### src/include/fss_regs.svh
// constants of the flash suspend command gate
`ifndef FSS_REGS_SVH
`define FSS_REGS_SVH

// ----------------------------------------------------------------------
// opcodes
// ----------------------------------------------------------------------
`define OP_READ        8'h03
`define OP_FREAD       8'h0B
`define OP_DREAD       8'h3B
`define OP_QREAD       8'h6B
`define OP_QIO_READ    8'hEB
`define OP_QIO_WREAD   8'hE7
`define OP_BE4         8'h20
`define OP_BE32        8'h52
`define OP_BE64        8'hD8
`define OP_CE_A        8'h60
`define OP_CE_B        8'hC7
`define OP_PP          8'h02
`define OP_DPP         8'hA2
`define OP_QPP         8'h32
`define OP_SEQ_A       8'hAD
`define OP_SEQ_B       8'hAF
`define OP_SUSPEND_FLAG_A      8'hB0
`define OP_SUSPEND_FLAG_B      8'h75
`define OP_RES_A       8'hD0
`define OP_RES_B       8'h7A
`define OP_WREN        8'h06
`define OP_WRDI        8'h04
`define OP_VWREN       8'h50
`define OP_BLK_LOCK    8'h36
`define OP_BLK_UNLOCK  8'h39
`define OP_GLB_LOCK    8'h7E
`define OP_GLB_UNLOCK  8'h98
`define OP_RD_LKS_A    8'h3C
`define OP_RD_LKS_B    8'h3D
`define OP_OTP_PROG    8'h9B
`define OP_OTP_READ    8'h4B
`define OP_RDSR_1      8'h05
`define OP_RDSR_2      8'h35
`define OP_RDSR_3      8'h15
`define OP_RDSR_IND    8'h65
`define OP_WRSR_1      8'h01
`define OP_WRSR_2      8'h31
`define OP_WRSR_3      8'h11
`define OP_WRSR_IND    8'h71
`define OP_SR_LOCK     8'h6F
`define OP_TERMINATE   8'hF0
`define OP_RST_EN      8'h66
`define OP_RST         8'h99
`define OP_ID_JEDEC    8'h9F
`define OP_ID_MFG      8'h90
`define OP_ID_QUAD     8'h94
`define OP_DPD         8'hB9
`define OP_UDPD        8'h79
`define OP_RDPD        8'hAB
`define OP_SFDP        8'h5A
`define OP_WRAP        8'h77

// ----------------------------------------------------------------------
// framing, regions, pins, timing
// ----------------------------------------------------------------------
`define OP_BITS        6'h08
`define HDR_BITS       6'h20
`define CNT_MAX        6'h3F
`define PAGE_LSB       8
`define BLK_LSB        16
`define PIN_CS         0
`define PIN_SCK        1
`define PIN_SI         2
`define PIN_RST        3'h1
`define CLK_MHZ        25
`define SUSE_NS        20000
`define SUSE_CYC       ((`SUSE_NS * `CLK_MHZ) / 1000)
`define LAT_W          10

`endif

### src/include/fss_pkg.sv
// types of the flash suspend command gate
`include "fss_regs.svh"
package fss_pkg;

  typedef enum logic [3:0] {
    FSS_CL_ANY    = 4'h0,
    FSS_CL_SUSPOK = 4'h1,
    FSS_CL_READ   = 4'h2,
    FSS_CL_PROG   = 4'h3,
    FSS_CL_SEQ    = 4'h4,
    FSS_CL_BERASE = 4'h5,
    FSS_CL_FIXED  = 4'h6,
    FSS_CL_SUSPEND_FLAG   = 4'h7,
    FSS_CL_RES    = 4'h8,
    FSS_CL_OTHER  = 4'h9
  } fss_cls_e;

  typedef enum logic [1:0] {
    FSS_SQ_IDLE = 2'b01,
    FSS_SQ_WAIT = 2'b10
  } fss_sq_e;

  typedef enum logic [2:0] {
    FSS_K_PROG  = 3'b001,
    FSS_K_ERASE = 3'b010,
    FSS_K_FIXED = 3'b100
  } fss_kind_e;

  typedef struct packed {
    logic [7:0]  opcode;
    logic [23:0] addr;
  } fss_cmd_s;

  typedef struct packed {
    logic busy_flag;
    logic suspend_flag;
    logic erase_suspended_flag;
    logic program_suspended_flag;
  } fss_stat_s;

  typedef struct packed {
    logic [2:0]         sy1;
    logic [2:0]         sy2;
    logic [2:0]         sy3;
    logic [2:0]         filt;
    logic [31:0]        sh;
    logic [5:0]         cnt;
    logic [2:0]         ph;
    logic [7:0]         op;
    logic [23:0]        addr;
    fss_sq_e            sq;
    logic [`LAT_W-1:0]  lat;
    fss_kind_e          kind;
    logic [23:0]        cur_addr;
    logic [23:0]        pg_addr;
    logic [23:0]        blk_addr;
    fss_stat_s          stat;
    logic               go;
    logic               refused;
    logic               halt;
    logic               rd_undef;
    fss_cmd_s           cmd;
  } fss_state_s;

endpackage

### src/design/fss_suspend_gate.sv
// command admission and program/erase suspend control of a serial flash
`timescale 1ns/1ps
`include "fss_regs.svh"

module fss_suspend_gate (
  // clock and reset
  input  wire logic          clk_i,
  input  wire logic          rst_i,
  // serial pins, asynchronous to clk_i
  input  wire logic          cs_n_i,
  input  wire logic          sck_i,
  input  wire logic          si_i,
  // device core
  input  wire logic          write_latch_flag_i,
  input  wire logic          op_done_i,
  output fss_pkg::fss_cmd_s  cmd_o,
  output logic               cmd_go_o,
  output logic               cmd_refused_o,
  output logic               halt_req_o,
  output logic               read_undef_o,
  output fss_pkg::fss_stat_s status_o
);
  import fss_pkg::*;

  // --------------------------------------------------------------------
  // opcode decoding
  // --------------------------------------------------------------------
  function automatic fss_cls_e classify(input logic [7:0] op);
    fss_cls_e c;
    c = FSS_CL_OTHER;
    case (op)
      `OP_RDSR_1, `OP_RDSR_2, `OP_RDSR_3, `OP_RDSR_IND,
      `OP_TERMINATE, `OP_RST_EN, `OP_RST: c = FSS_CL_ANY;
      `OP_ID_JEDEC, `OP_ID_MFG, `OP_ID_QUAD: c = FSS_CL_ANY;
      `OP_RDPD: c = FSS_CL_ANY;
      `OP_DPD, `OP_UDPD: c = FSS_CL_OTHER;
      `OP_OTP_READ: c = FSS_CL_SUSPOK;
      `OP_RD_LKS_A, `OP_RD_LKS_B: c = FSS_CL_SUSPOK;
      `OP_WREN, `OP_WRDI, `OP_VWREN, `OP_WRAP,
      `OP_SFDP: c = FSS_CL_SUSPOK;
      `OP_READ, `OP_FREAD, `OP_DREAD, `OP_QREAD,
      `OP_QIO_READ, `OP_QIO_WREAD: c = FSS_CL_READ;
      `OP_PP, `OP_DPP, `OP_QPP: c = FSS_CL_PROG;
      `OP_SEQ_A, `OP_SEQ_B: c = FSS_CL_SEQ;
      `OP_BE4, `OP_BE32, `OP_BE64: c = FSS_CL_BERASE;
      `OP_CE_A, `OP_CE_B, `OP_WRSR_1, `OP_WRSR_2, `OP_WRSR_3,
      `OP_WRSR_IND, `OP_SR_LOCK, `OP_OTP_PROG: c = FSS_CL_FIXED;
      `OP_SUSPEND_FLAG_A, `OP_SUSPEND_FLAG_B: c = FSS_CL_SUSPEND_FLAG;
      `OP_RES_A, `OP_RES_B: c = FSS_CL_RES;
      default: c = FSS_CL_OTHER;
    endcase
    return c;
  endfunction

  function automatic logic needs_addr(input fss_cls_e c);
    logic r;
    r = (c == FSS_CL_READ) || (c == FSS_CL_PROG) ||
        (c == FSS_CL_SEQ) || (c == FSS_CL_BERASE);
    return r;
  endfunction

  // admission by current busy/suspend state
  function automatic logic permitted(input fss_cls_e  c,
                                     input fss_stat_s s,
                                     input fss_kind_e k,
                                     input fss_sq_e   sq,
                                     input logic      other_blk);
    logic ok;
    ok = 1'b0;
    if (s.busy_flag) begin
      case (c)
        FSS_CL_ANY: ok = 1'b1;
        // no second request while halting
        FSS_CL_SUSPEND_FLAG: ok = (k != FSS_K_FIXED) && (sq == FSS_SQ_IDLE);
        default: ok = 1'b0;
      endcase
    end else if (s.erase_suspended_flag || s.program_suspended_flag) begin
      case (c)
        FSS_CL_ANY, FSS_CL_SUSPOK, FSS_CL_READ: ok = 1'b1;
        FSS_CL_RES: ok = 1'b1;
        FSS_CL_PROG, FSS_CL_SEQ: begin
          ok = !s.program_suspended_flag && other_blk;
        end
        FSS_CL_BERASE, FSS_CL_FIXED: ok = 1'b0;
        default: ok = 1'b0;
      endcase
    end else begin
      ok = (c != FSS_CL_SUSPEND_FLAG) && (c != FSS_CL_RES);
    end
    return ok;
  endfunction

  function automatic logic in_region(input logic [23:0] a,
                                     input fss_stat_s   s,
                                     input logic [23:0] pg,
                                     input logic [23:0] blk);
    logic h;
    h = (s.program_suspended_flag &&
         a[23:`PAGE_LSB] == pg[23:`PAGE_LSB]) ||
        (s.erase_suspended_flag &&
         a[23:`BLK_LSB] == blk[23:`BLK_LSB]);
    return h;
  endfunction

  // --------------------------------------------------------------------
  // state
  // --------------------------------------------------------------------
  localparam int unsigned             LAT_CYC  = `SUSE_CYC;
  localparam logic [`LAT_W-1:0]       LAT_LAST = LAT_CYC[`LAT_W-1:0] - 1'b1;

  fss_state_s q_r;
  fss_state_s q_nxt;
  logic       sck_rise;
  logic       cs_fall;
  logic       cs_rise;
  logic       frame_ok;
  logic       allowed;
  logic       write_latch_flag;
  fss_cls_e   cls;

  always_comb begin
    q_nxt = q_r;
    q_nxt.go = 1'b0;
    q_nxt.refused = 1'b0;
    // three-stage pin sync; a level counts once stages 2 and 3 agree
    q_nxt.sy1 = {si_i, sck_i, cs_n_i};
    q_nxt.sy2 = q_r.sy1;
    q_nxt.sy3 = q_r.sy2;
    q_nxt.filt = (q_r.sy2 & q_r.sy3) |
                 (q_r.filt & (q_r.sy2 ^ q_r.sy3));
    sck_rise = q_nxt.filt[`PIN_SCK] & ~q_r.filt[`PIN_SCK];
    cs_fall = ~q_nxt.filt[`PIN_CS] & q_r.filt[`PIN_CS];
    cs_rise = q_nxt.filt[`PIN_CS] & ~q_r.filt[`PIN_CS];
    cls = classify(q_r.op);
    write_latch_flag = write_latch_flag_i;
    frame_ok = (q_r.ph == 3'h0) && (q_r.cnt >= `OP_BITS) &&
               (!needs_addr(cls) || q_r.cnt >= `HDR_BITS);
    allowed = permitted(cls, q_r.stat, q_r.kind, q_r.sq,
                        q_r.addr[23:`BLK_LSB] !=
                        q_r.blk_addr[23:`BLK_LSB]);

    // ------------------------------------------------------------------
    // frame shifter
    // ------------------------------------------------------------------
    if (cs_fall) begin
      q_nxt.cnt = 6'h00;
      q_nxt.ph = 3'h0;
      q_nxt.rd_undef = 1'b0;
    end else if (sck_rise && !q_nxt.filt[`PIN_CS]) begin
      q_nxt.sh = {q_r.sh[30:0], q_nxt.filt[`PIN_SI]};
      q_nxt.cnt = (q_r.cnt == `CNT_MAX) ? q_r.cnt : q_r.cnt + 6'h01;
      q_nxt.ph = q_r.ph + 3'h1;
      if (q_nxt.cnt == `OP_BITS) begin
        q_nxt.op = q_nxt.sh[7:0];
      end
      if (q_nxt.cnt == `HDR_BITS) begin
        q_nxt.addr = q_nxt.sh[23:0];
        // flagged only when the read itself is admitted
        q_nxt.rd_undef = (cls == FSS_CL_READ) && !q_r.stat.busy_flag &&
                         in_region(q_nxt.sh[23:0], q_r.stat,
                                   q_r.pg_addr, q_r.blk_addr);
      end
    end

    // ------------------------------------------------------------------
    // command admission at deselect
    // ------------------------------------------------------------------
    if (cs_rise) begin
      q_nxt.rd_undef = 1'b0;
      // a broken frame is dropped silently
      if (frame_ok) begin
        if (allowed) begin
          q_nxt.go = 1'b1;
          q_nxt.cmd.opcode = q_r.op;
          q_nxt.cmd.addr = q_r.addr;
          case (cls)
            FSS_CL_PROG: begin
              if (write_latch_flag) begin
                q_nxt.stat.busy_flag = 1'b1;
                q_nxt.kind = FSS_K_PROG;
                q_nxt.cur_addr = q_r.addr;
              end
            end
            FSS_CL_SEQ, FSS_CL_FIXED: begin
              if (write_latch_flag) begin
                q_nxt.stat.busy_flag = 1'b1;
                q_nxt.kind = FSS_K_FIXED;
              end
            end
            FSS_CL_BERASE: begin
              if (write_latch_flag) begin
                q_nxt.stat.busy_flag = 1'b1;
                q_nxt.kind = FSS_K_ERASE;
                q_nxt.cur_addr = q_r.addr;
              end
            end
            FSS_CL_SUSPEND_FLAG: begin
              // write latch deliberately not consulted
              q_nxt.sq = FSS_SQ_WAIT;
              q_nxt.lat = '0;
              q_nxt.halt = 1'b1;
            end
            FSS_CL_RES: begin
              // nested program resumes before the erase
              q_nxt.stat.busy_flag = 1'b1;
              q_nxt.stat.suspend_flag = q_r.stat.program_suspended_flag &
                                        q_r.stat.erase_suspended_flag;
              if (q_r.stat.program_suspended_flag) begin
                q_nxt.stat.program_suspended_flag = 1'b0;
                q_nxt.kind = FSS_K_PROG;
                q_nxt.cur_addr = q_r.pg_addr;
              end else begin
                q_nxt.stat.erase_suspended_flag = 1'b0;
                q_nxt.kind = FSS_K_ERASE;
                q_nxt.cur_addr = q_r.blk_addr;
              end
            end
            default: begin
            end
          endcase
        end else begin
          // nothing launched, so the core leaves the latch alone
          q_nxt.refused = 1'b1;
        end
      end
    end

    // ------------------------------------------------------------------
    // completion and suspend latency
    // ------------------------------------------------------------------
    case (q_r.sq)
      FSS_SQ_IDLE: begin
        if (op_done_i && q_r.stat.busy_flag) begin
          // a nested program ends here; the erase stays suspended
          q_nxt.stat.busy_flag = 1'b0;
          q_nxt.sq = FSS_SQ_IDLE;
          q_nxt.halt = 1'b0;
        end
      end
      FSS_SQ_WAIT: begin
        if (op_done_i) begin
          // finished before the halt took hold: nothing to suspend
          q_nxt.stat.busy_flag = 1'b0;
          q_nxt.sq = FSS_SQ_IDLE;
          q_nxt.halt = 1'b0;
        end else if (q_r.lat == LAT_LAST) begin
          q_nxt.sq = FSS_SQ_IDLE;
          q_nxt.halt = 1'b0;
          q_nxt.stat.busy_flag = 1'b0;
          q_nxt.stat.suspend_flag = 1'b1;
          if (q_r.kind == FSS_K_PROG) begin
            q_nxt.stat.program_suspended_flag = 1'b1;
            q_nxt.pg_addr = q_r.cur_addr;
          end else begin
            q_nxt.stat.erase_suspended_flag = 1'b1;
            q_nxt.blk_addr = q_r.cur_addr;
          end
        end else begin
          q_nxt.lat = q_r.lat + 1'b1;
        end
      end
      default: begin
        q_nxt.sq = FSS_SQ_IDLE;
        q_nxt.halt = 1'b0;
      end
    endcase
  end

  always_ff @(posedge clk_i or posedge rst_i) begin
    if (rst_i) begin
      q_r <= '0;
      q_r.sy1 <= `PIN_RST;
      q_r.sy2 <= `PIN_RST;
      q_r.sy3 <= `PIN_RST;
      q_r.filt <= `PIN_RST;
      q_r.sq <= FSS_SQ_IDLE;
      q_r.kind <= FSS_K_FIXED;
    end else begin
      q_r <= q_nxt;
    end
  end

  // --------------------------------------------------------------------
  // outputs
  // --------------------------------------------------------------------
  assign cmd_o = q_r.cmd;
  assign cmd_go_o = q_r.go;
  assign cmd_refused_o = q_r.refused;
  assign halt_req_o = q_r.halt;
  assign read_undef_o = q_r.rd_undef;
  assign status_o = q_r.stat;

endmodule

### config.mk
export PLATFORM = sky130hd
export DESIGN_NAME = fss_suspend_gate
export DESIGN_NICKNAME = d
export VERILOG_FILES = /design/src/include/fss_pkg.sv /design/src/design/fss_suspend_gate.sv
export VERILOG_INCLUDE_DIRS = /design/src /design/src/include
export SDC_FILE = /design/constraint.sdc
export NUM_CORES = 1
export LEC_CHECK = 0
export BUFFER_PORTS_ARGS = -buffer_cell sky130_fd_sc_hd__buf_2
export CAP_MARGIN = 10
export CORE_ASPECT_RATIO = 0.5
export CORE_MARGIN = 2
export CORE_UTILIZATION = 55
export DETAILED_ROUTE_END_ITERATION = 10
export PLACE_DENSITY_LB_ADDON = 0.25
export SYNTH_ARGS = -nofsm -noshare
export SYNTH_HDL_FRONTEND = slang
export SYNTH_SLANG_ARGS = --single-unit
export TNS_END_PERCENT = 100
### constraint.sdc
create_clock -name clk_i -period 16.8 [get_ports clk_i]
set_input_delay 1.68 -clock clk_i [delete_from_list [all_inputs] [get_ports clk_i]]
set_output_delay 1.68 -clock clk_i [all_outputs]
set_load 0.03 [all_outputs]
## Word-level counts from Yosys, hierarchy flattened

Cells that the tools add are included.

- $add $sub $neg: 3
- Eq/ne operators: 69
- Muxes and demuxes: 54
- Order comparisons: 2
- Reduce and logical (&&, ||, !) cells: 50
- Bitwise gates (word level): 14

Operators by type and width:

| cell | count |
|---|---|
| $eq A8 B8 Y1 const B | 16 |
| $mux W39 | 3 |
| $eq A8 B7 Y1 const B | 13 |
| $pmux W24 S3 | 1 |
| $mux W32 | 2 |
| $eq A8 B6 Y1 const B | 7 |
| $mux W27 | 2 |
| $mux W41 | 1 |
| $mux W40 | 1 |
| $pmux W4 S9 | 1 |
| $mux W10 | 3 |
| $mux W26 | 1 |
| $eq A8 B3 Y1 const B | 3 |
| $mux W24 | 1 |
| $mux W1 | 17 |
| $eq A16 B16 Y1 | 1 |
| $eq A4 B3 Y1 const B | 4 |
| $eq A8 B2 Y1 const B | 2 |
| $eq A8 B5 Y1 const B | 2 |
| $reduce_or A8 Y1 | 2 |
| $eq A6 B6 Y1 const B | 2 |
| $mux W12 | 1 |
| $mux W3 | 4 |
| $pmux W3 S4 | 1 |
| 53 further kinds | 101 |

- Bits of input ports: 7
- Word-level logic and storage cells: 217
- Bits in registers: 203

## Depth between registers and ports, before layout

- Depth in word-level cells: 16
- Gate-level depth with buffers: 12

## Worst setup path after synthesis

No wires, ideal clock.

- Path type: input-to-reg
- Start: input op_done_i
- End: register q_r[48] (netlist bit)
- Setup time: 125 ps
- Stages: 4
- Slack: 13674 ps
- Data required time: 16675 ps
- Arrival: 3002 ps
- Cells stage by stage: nand3b_1 > nor2_1 > clkbuf_1 > mux2_2

- Cells in the longest elaborated chain, start to end: 2

Ends and longest elaborated chain:

| element | line | text |
|---|---|---|
| start: declaration | fss_suspend_gate.sv:15 | `input wire logic op_done_i,` |
| $not A1 Y1 (no line) | -- |  |
| $reduce_and A4 Y1 (no line) | -- |  |
| end signal: assignment | fss_suspend_gate.sv:279 | `q_r <= q_nxt;` |
| end: declaration | fss_suspend_gate.sv:111 | `fss_state_s q_r;` |

Every way passes these cells.
A chain may end at the register's enable or synchronous reset.

## Worst setup path after layout

- Start: register q_r[152] (netlist bit)
- End: register q_r, in the netlist cmd_o[11]

- Cells in the longest elaborated chain, start to end: 11
- Elaborated cells between the ends (all ways): 79
- Those cells by class: 54 x eq/ne; 5 x mux; 20 x reduce/logical

Ends and longest elaborated chain:

| element | line | text |
|---|---|---|
| $eq A8 B8 Y1 (tied with other cells) | fss_suspend_gate.sv:31 | `case (op)` |
| $reduce_or A11 Y1 (no line) (tied with other cells) | -- |  |
| $pmux W4 S9 * | fss_suspend_gate.sv:31 |  |
| branches (longest 7 deep; another with $eq A4 B2 Y1) | -- |  |
| $reduce_and A3 Y1 (no line) * | -- |  |

Mark *: on every way between the ends.

==> impl_metrics.ini <==
[outcome]
status = complete, no violations

[critical_path]
cp-endpoint = cmd_o[11]
reg2reg_slack_ps = 12840
cpMaxStageDelayCell = or4b_2
cp-start-kind = register
path_max_fanout = 40
critPathKind = register to register
critPathArrivalTime_ps = 4280
r2r_start = q_r[152]
r2r_end = cmd_o[11]
reg2regPathDepth = 9
cp_cell_sequence = or4b_2, a21o_1, buf_4, a311oi_1, a21o_1, o21a_1, a21o_1, buf_4, mux2_2
worstPathRequired_ps = 17120
cp_slowest_stage_delay_ps = 760
path_common_cell = a21o_1
end_kind = register
critPathLaunch = q_r[152]

[sta]
worst_hold_slack_ps = 355
finalMaxSlewViolations = 0
rsz0062_at_grt = false
tightest_slew_ps = 1120
final_hold_viol_count = 0
relSlewSlack_pct = 25.3
fin_ws_ps = 12840
setup_tns_ps = 0
setup_viol = 0
period_share_pct = 23.6
max_freq_mhz = 253
skew_ps = 16.4
min_period_ps = 3960

[final_layout]
fin_nets = 806
area_growth_pct = 7.84
layout-drive-gt1-share_pct = 26.2
fin_cells = 1005
diodes = 0

[power]
power_density_nw_per_um2 = 91.7
leakagePower_nw = 4.61
p_sw_w = 0.000227
p_seq_share_pct = 51.4
irDropWorstVdd_v = 0.0000691
pwr-share-clk_pct = 45.5
power.share.switching_pct = 25.9
pwr-share-comb_pct = 3.2
p_int_w = 0.000648

[die]
initial_core_util_pct = 56.7
fp-row-count = 32
boundaryPins = 47
die_h_microns = 93.6
core_area_sq_um = 15600
die_w_microns = 183
dieArea_sq_um = 17200

[drt]
drt_iter0_drc = 305
dr.pass1.iters = 4
drc = 0
ant_nets = 0
wirelength_mm = 18.0
viasPerCell = 5.76
wl_per_cell_microns = 17.9
vias = 5785

[synthesis]
synth_edf_count = 0
synth_top_cell_area_share_pct = 49.0
synth.most_common_cell = dfrtp_1
synth_common_cells = 173 x dfrtp_1, 117 x nand2_1, 96 x mux2_2
synthArstFlopShare_pct = 100
synth_top_family_by_area = multiplexers
synth_compound_area_share_pct = 7.89
synth_top_cell_by_area = dfrtp_1
ys.flop_type = dfrtp_1
synth_xor_area_share_pct = 3.57
syn_avg_cell_area_sq_um = 11.2
synth_seq_cells = 179
muxShareOfSynthArea_pct = 16.7
synthSimpleGateAreaFrac_pct = 13.6
synth_cells = 790
synth_cell_types = 69
synthesis.nets = 807
synthAdderAreaFrac_pct = 1.42
synth_area_sq_um = 8840
yosysWarnings = 0
synth_area_leaders = dfrtp_1 49%, mux2_2 12%, nand2_1 5.0%
synth_seq_area_share_pct = 50.8

[place]
port-buffer-count = 46
post-place-ws_ps = 12870
dp_cells = 974
dp_hpwl_mm = 11.5
gp_congestion = 0.851

[clock_tree]
clockBufferDepth = 2
postCtsHoldBufs = 0
post-cts-setup-buffer-count = 0
cts_tree = yes
cts_buffers = 17
clkSinkCount = 179
clock_tree.root_cell = clkbuf_16
post_cts_resized = 0
clk_pin_slew_ps = 80
clk_latency_ps = 440
htreeDepth = 4

[global_routing]
grt_max_degree = 106
grt_overflow = 0
antenna_found_initial = 0
grt_pass1_vias = 5795
grt_pass1_wl_mm = 29.9
grtUsageTotal_pct = 22.4

[run]
maxCapViolCount = 0

[min_path]
min_path_cells = 0
min-delay-path-class = register to register
## how the worst min path moves through the flow
stage / slack, ps / start / endpoint
floorplan: 330 / q_nxt[207] / q_nxt[204]
global placement: 330 / q_nxt[208] / q_nxt[205]
detailed placement: 340 / q_nxt[207] / q_nxt[204]
CTS: 360 / q_nxt[207] / q_nxt[204]
global route: 360 / q_nxt[207] / q_nxt[204]
finish: 360 / q_nxt[207] / q_nxt[204]
## layout by cell type (no fill, tap or decap), drive strengths merged, types with 4 or more instances in the layout
| master | instances |
|---|---|
| a21o | 5 |
| a21oi | 11 |
| a31oi | 7 |
| and3 | 4 |
| buf | 55 |
| clkbuf | 17 |
| dfrtp | 173 |
| dfstp | 6 |
| ha | 10 |
| inv | 26 |
| mux2 | 112 |
| mux2i | 18 |
| nand2 | 117 |
| nand2b | 8 |
| nand3 | 15 |
| nand3b | 5 |
| nand4 | 8 |
| nor2 | 28 |
| nor2b | 10 |
| nor3 | 6 |
| nor3b | 4 |
| nor4 | 5 |
| o21ai | 40 |
| or3 | 5 |
| xnor2 | 26 |
| xor2 | 10 |
## per-layer routing
layer  global-route usage [%]  routed length [microns]  up-vias
met5                        0                        0        -
met4                     7.27                      243        0
met3                     4.91                      812       23
met2                     35.0                     8220      107
met1                     31.5                     8710     2930
li1                         -                        -     2725
## worst max-delay path: cells and delay by family (launching register included)
| family | cells | cell delay, ps |
|---|---|---|
| flip-flops | 1 | 590 |
| AND/OR/NAND/NOR | 1 | 760 |
| AO/OA/AOI/OAI | 5 | 1360 |
| buffers and inverters | 2 | 710 |
| multiplexers | 1 | 390 |
## cell families (layout without fill, tap and decap cells)
kind of cell / after synthesis / after routing
AO/OA/AOI/OAI: 102 / 102
XOR/XNOR: 36 / 36
adder cells (fa/ha/maj): 10 / 10
buffers and inverters: 92 / 103
flip-flops: 179 / 179
multiplexers: 130 / 130
AND/OR/NAND/NOR: 241 / 241
## registers in the layout, summed over array words and instances (netlist names)
signal	count
cmd_o	32
cmd_refused_o	1
cmd_go_o	1
q_nxt	6
halt_req_o	1
read_undef_o	1
q_r	133
status_o	4
## through the flow
step	cell area (sq um)	total power [W]	util, %
finish	9530	0.000874	61.2
global route	9530	0.000901	61.2
CTS	9530	0.000881	61.2
detailed placement	8950	0.000486	57.5
global placement	8950	0.000484	57.5
floorplan	8840	0.000475	-
## power groups by stage
stage | Sequential, W | Clock (W) | Combinational (W)
final | 0.000449 | 0.000398 | 0.0000276
after global routing | 0.000450 | 0.000418 | 0.0000329
after CTS | 0.000449 | 0.000403 | 0.0000286
after detailed placement | 0.000457 | 0 | 0.0000285
after global placement | 0.000457 | 0 | 0.0000275
after floorplan | 0.000453 | 0 | 0.0000217
## cell type report
class,count,area (sq um)
clock buffer,17,425
clock inverter,14,158
fill,1255,6040
inverter,17,68.8
multi-input combinational,519,3840
sequential,179,4490
tap,204,255
timing repair buffer,55,298
Power figures use the tool's default switching activity.
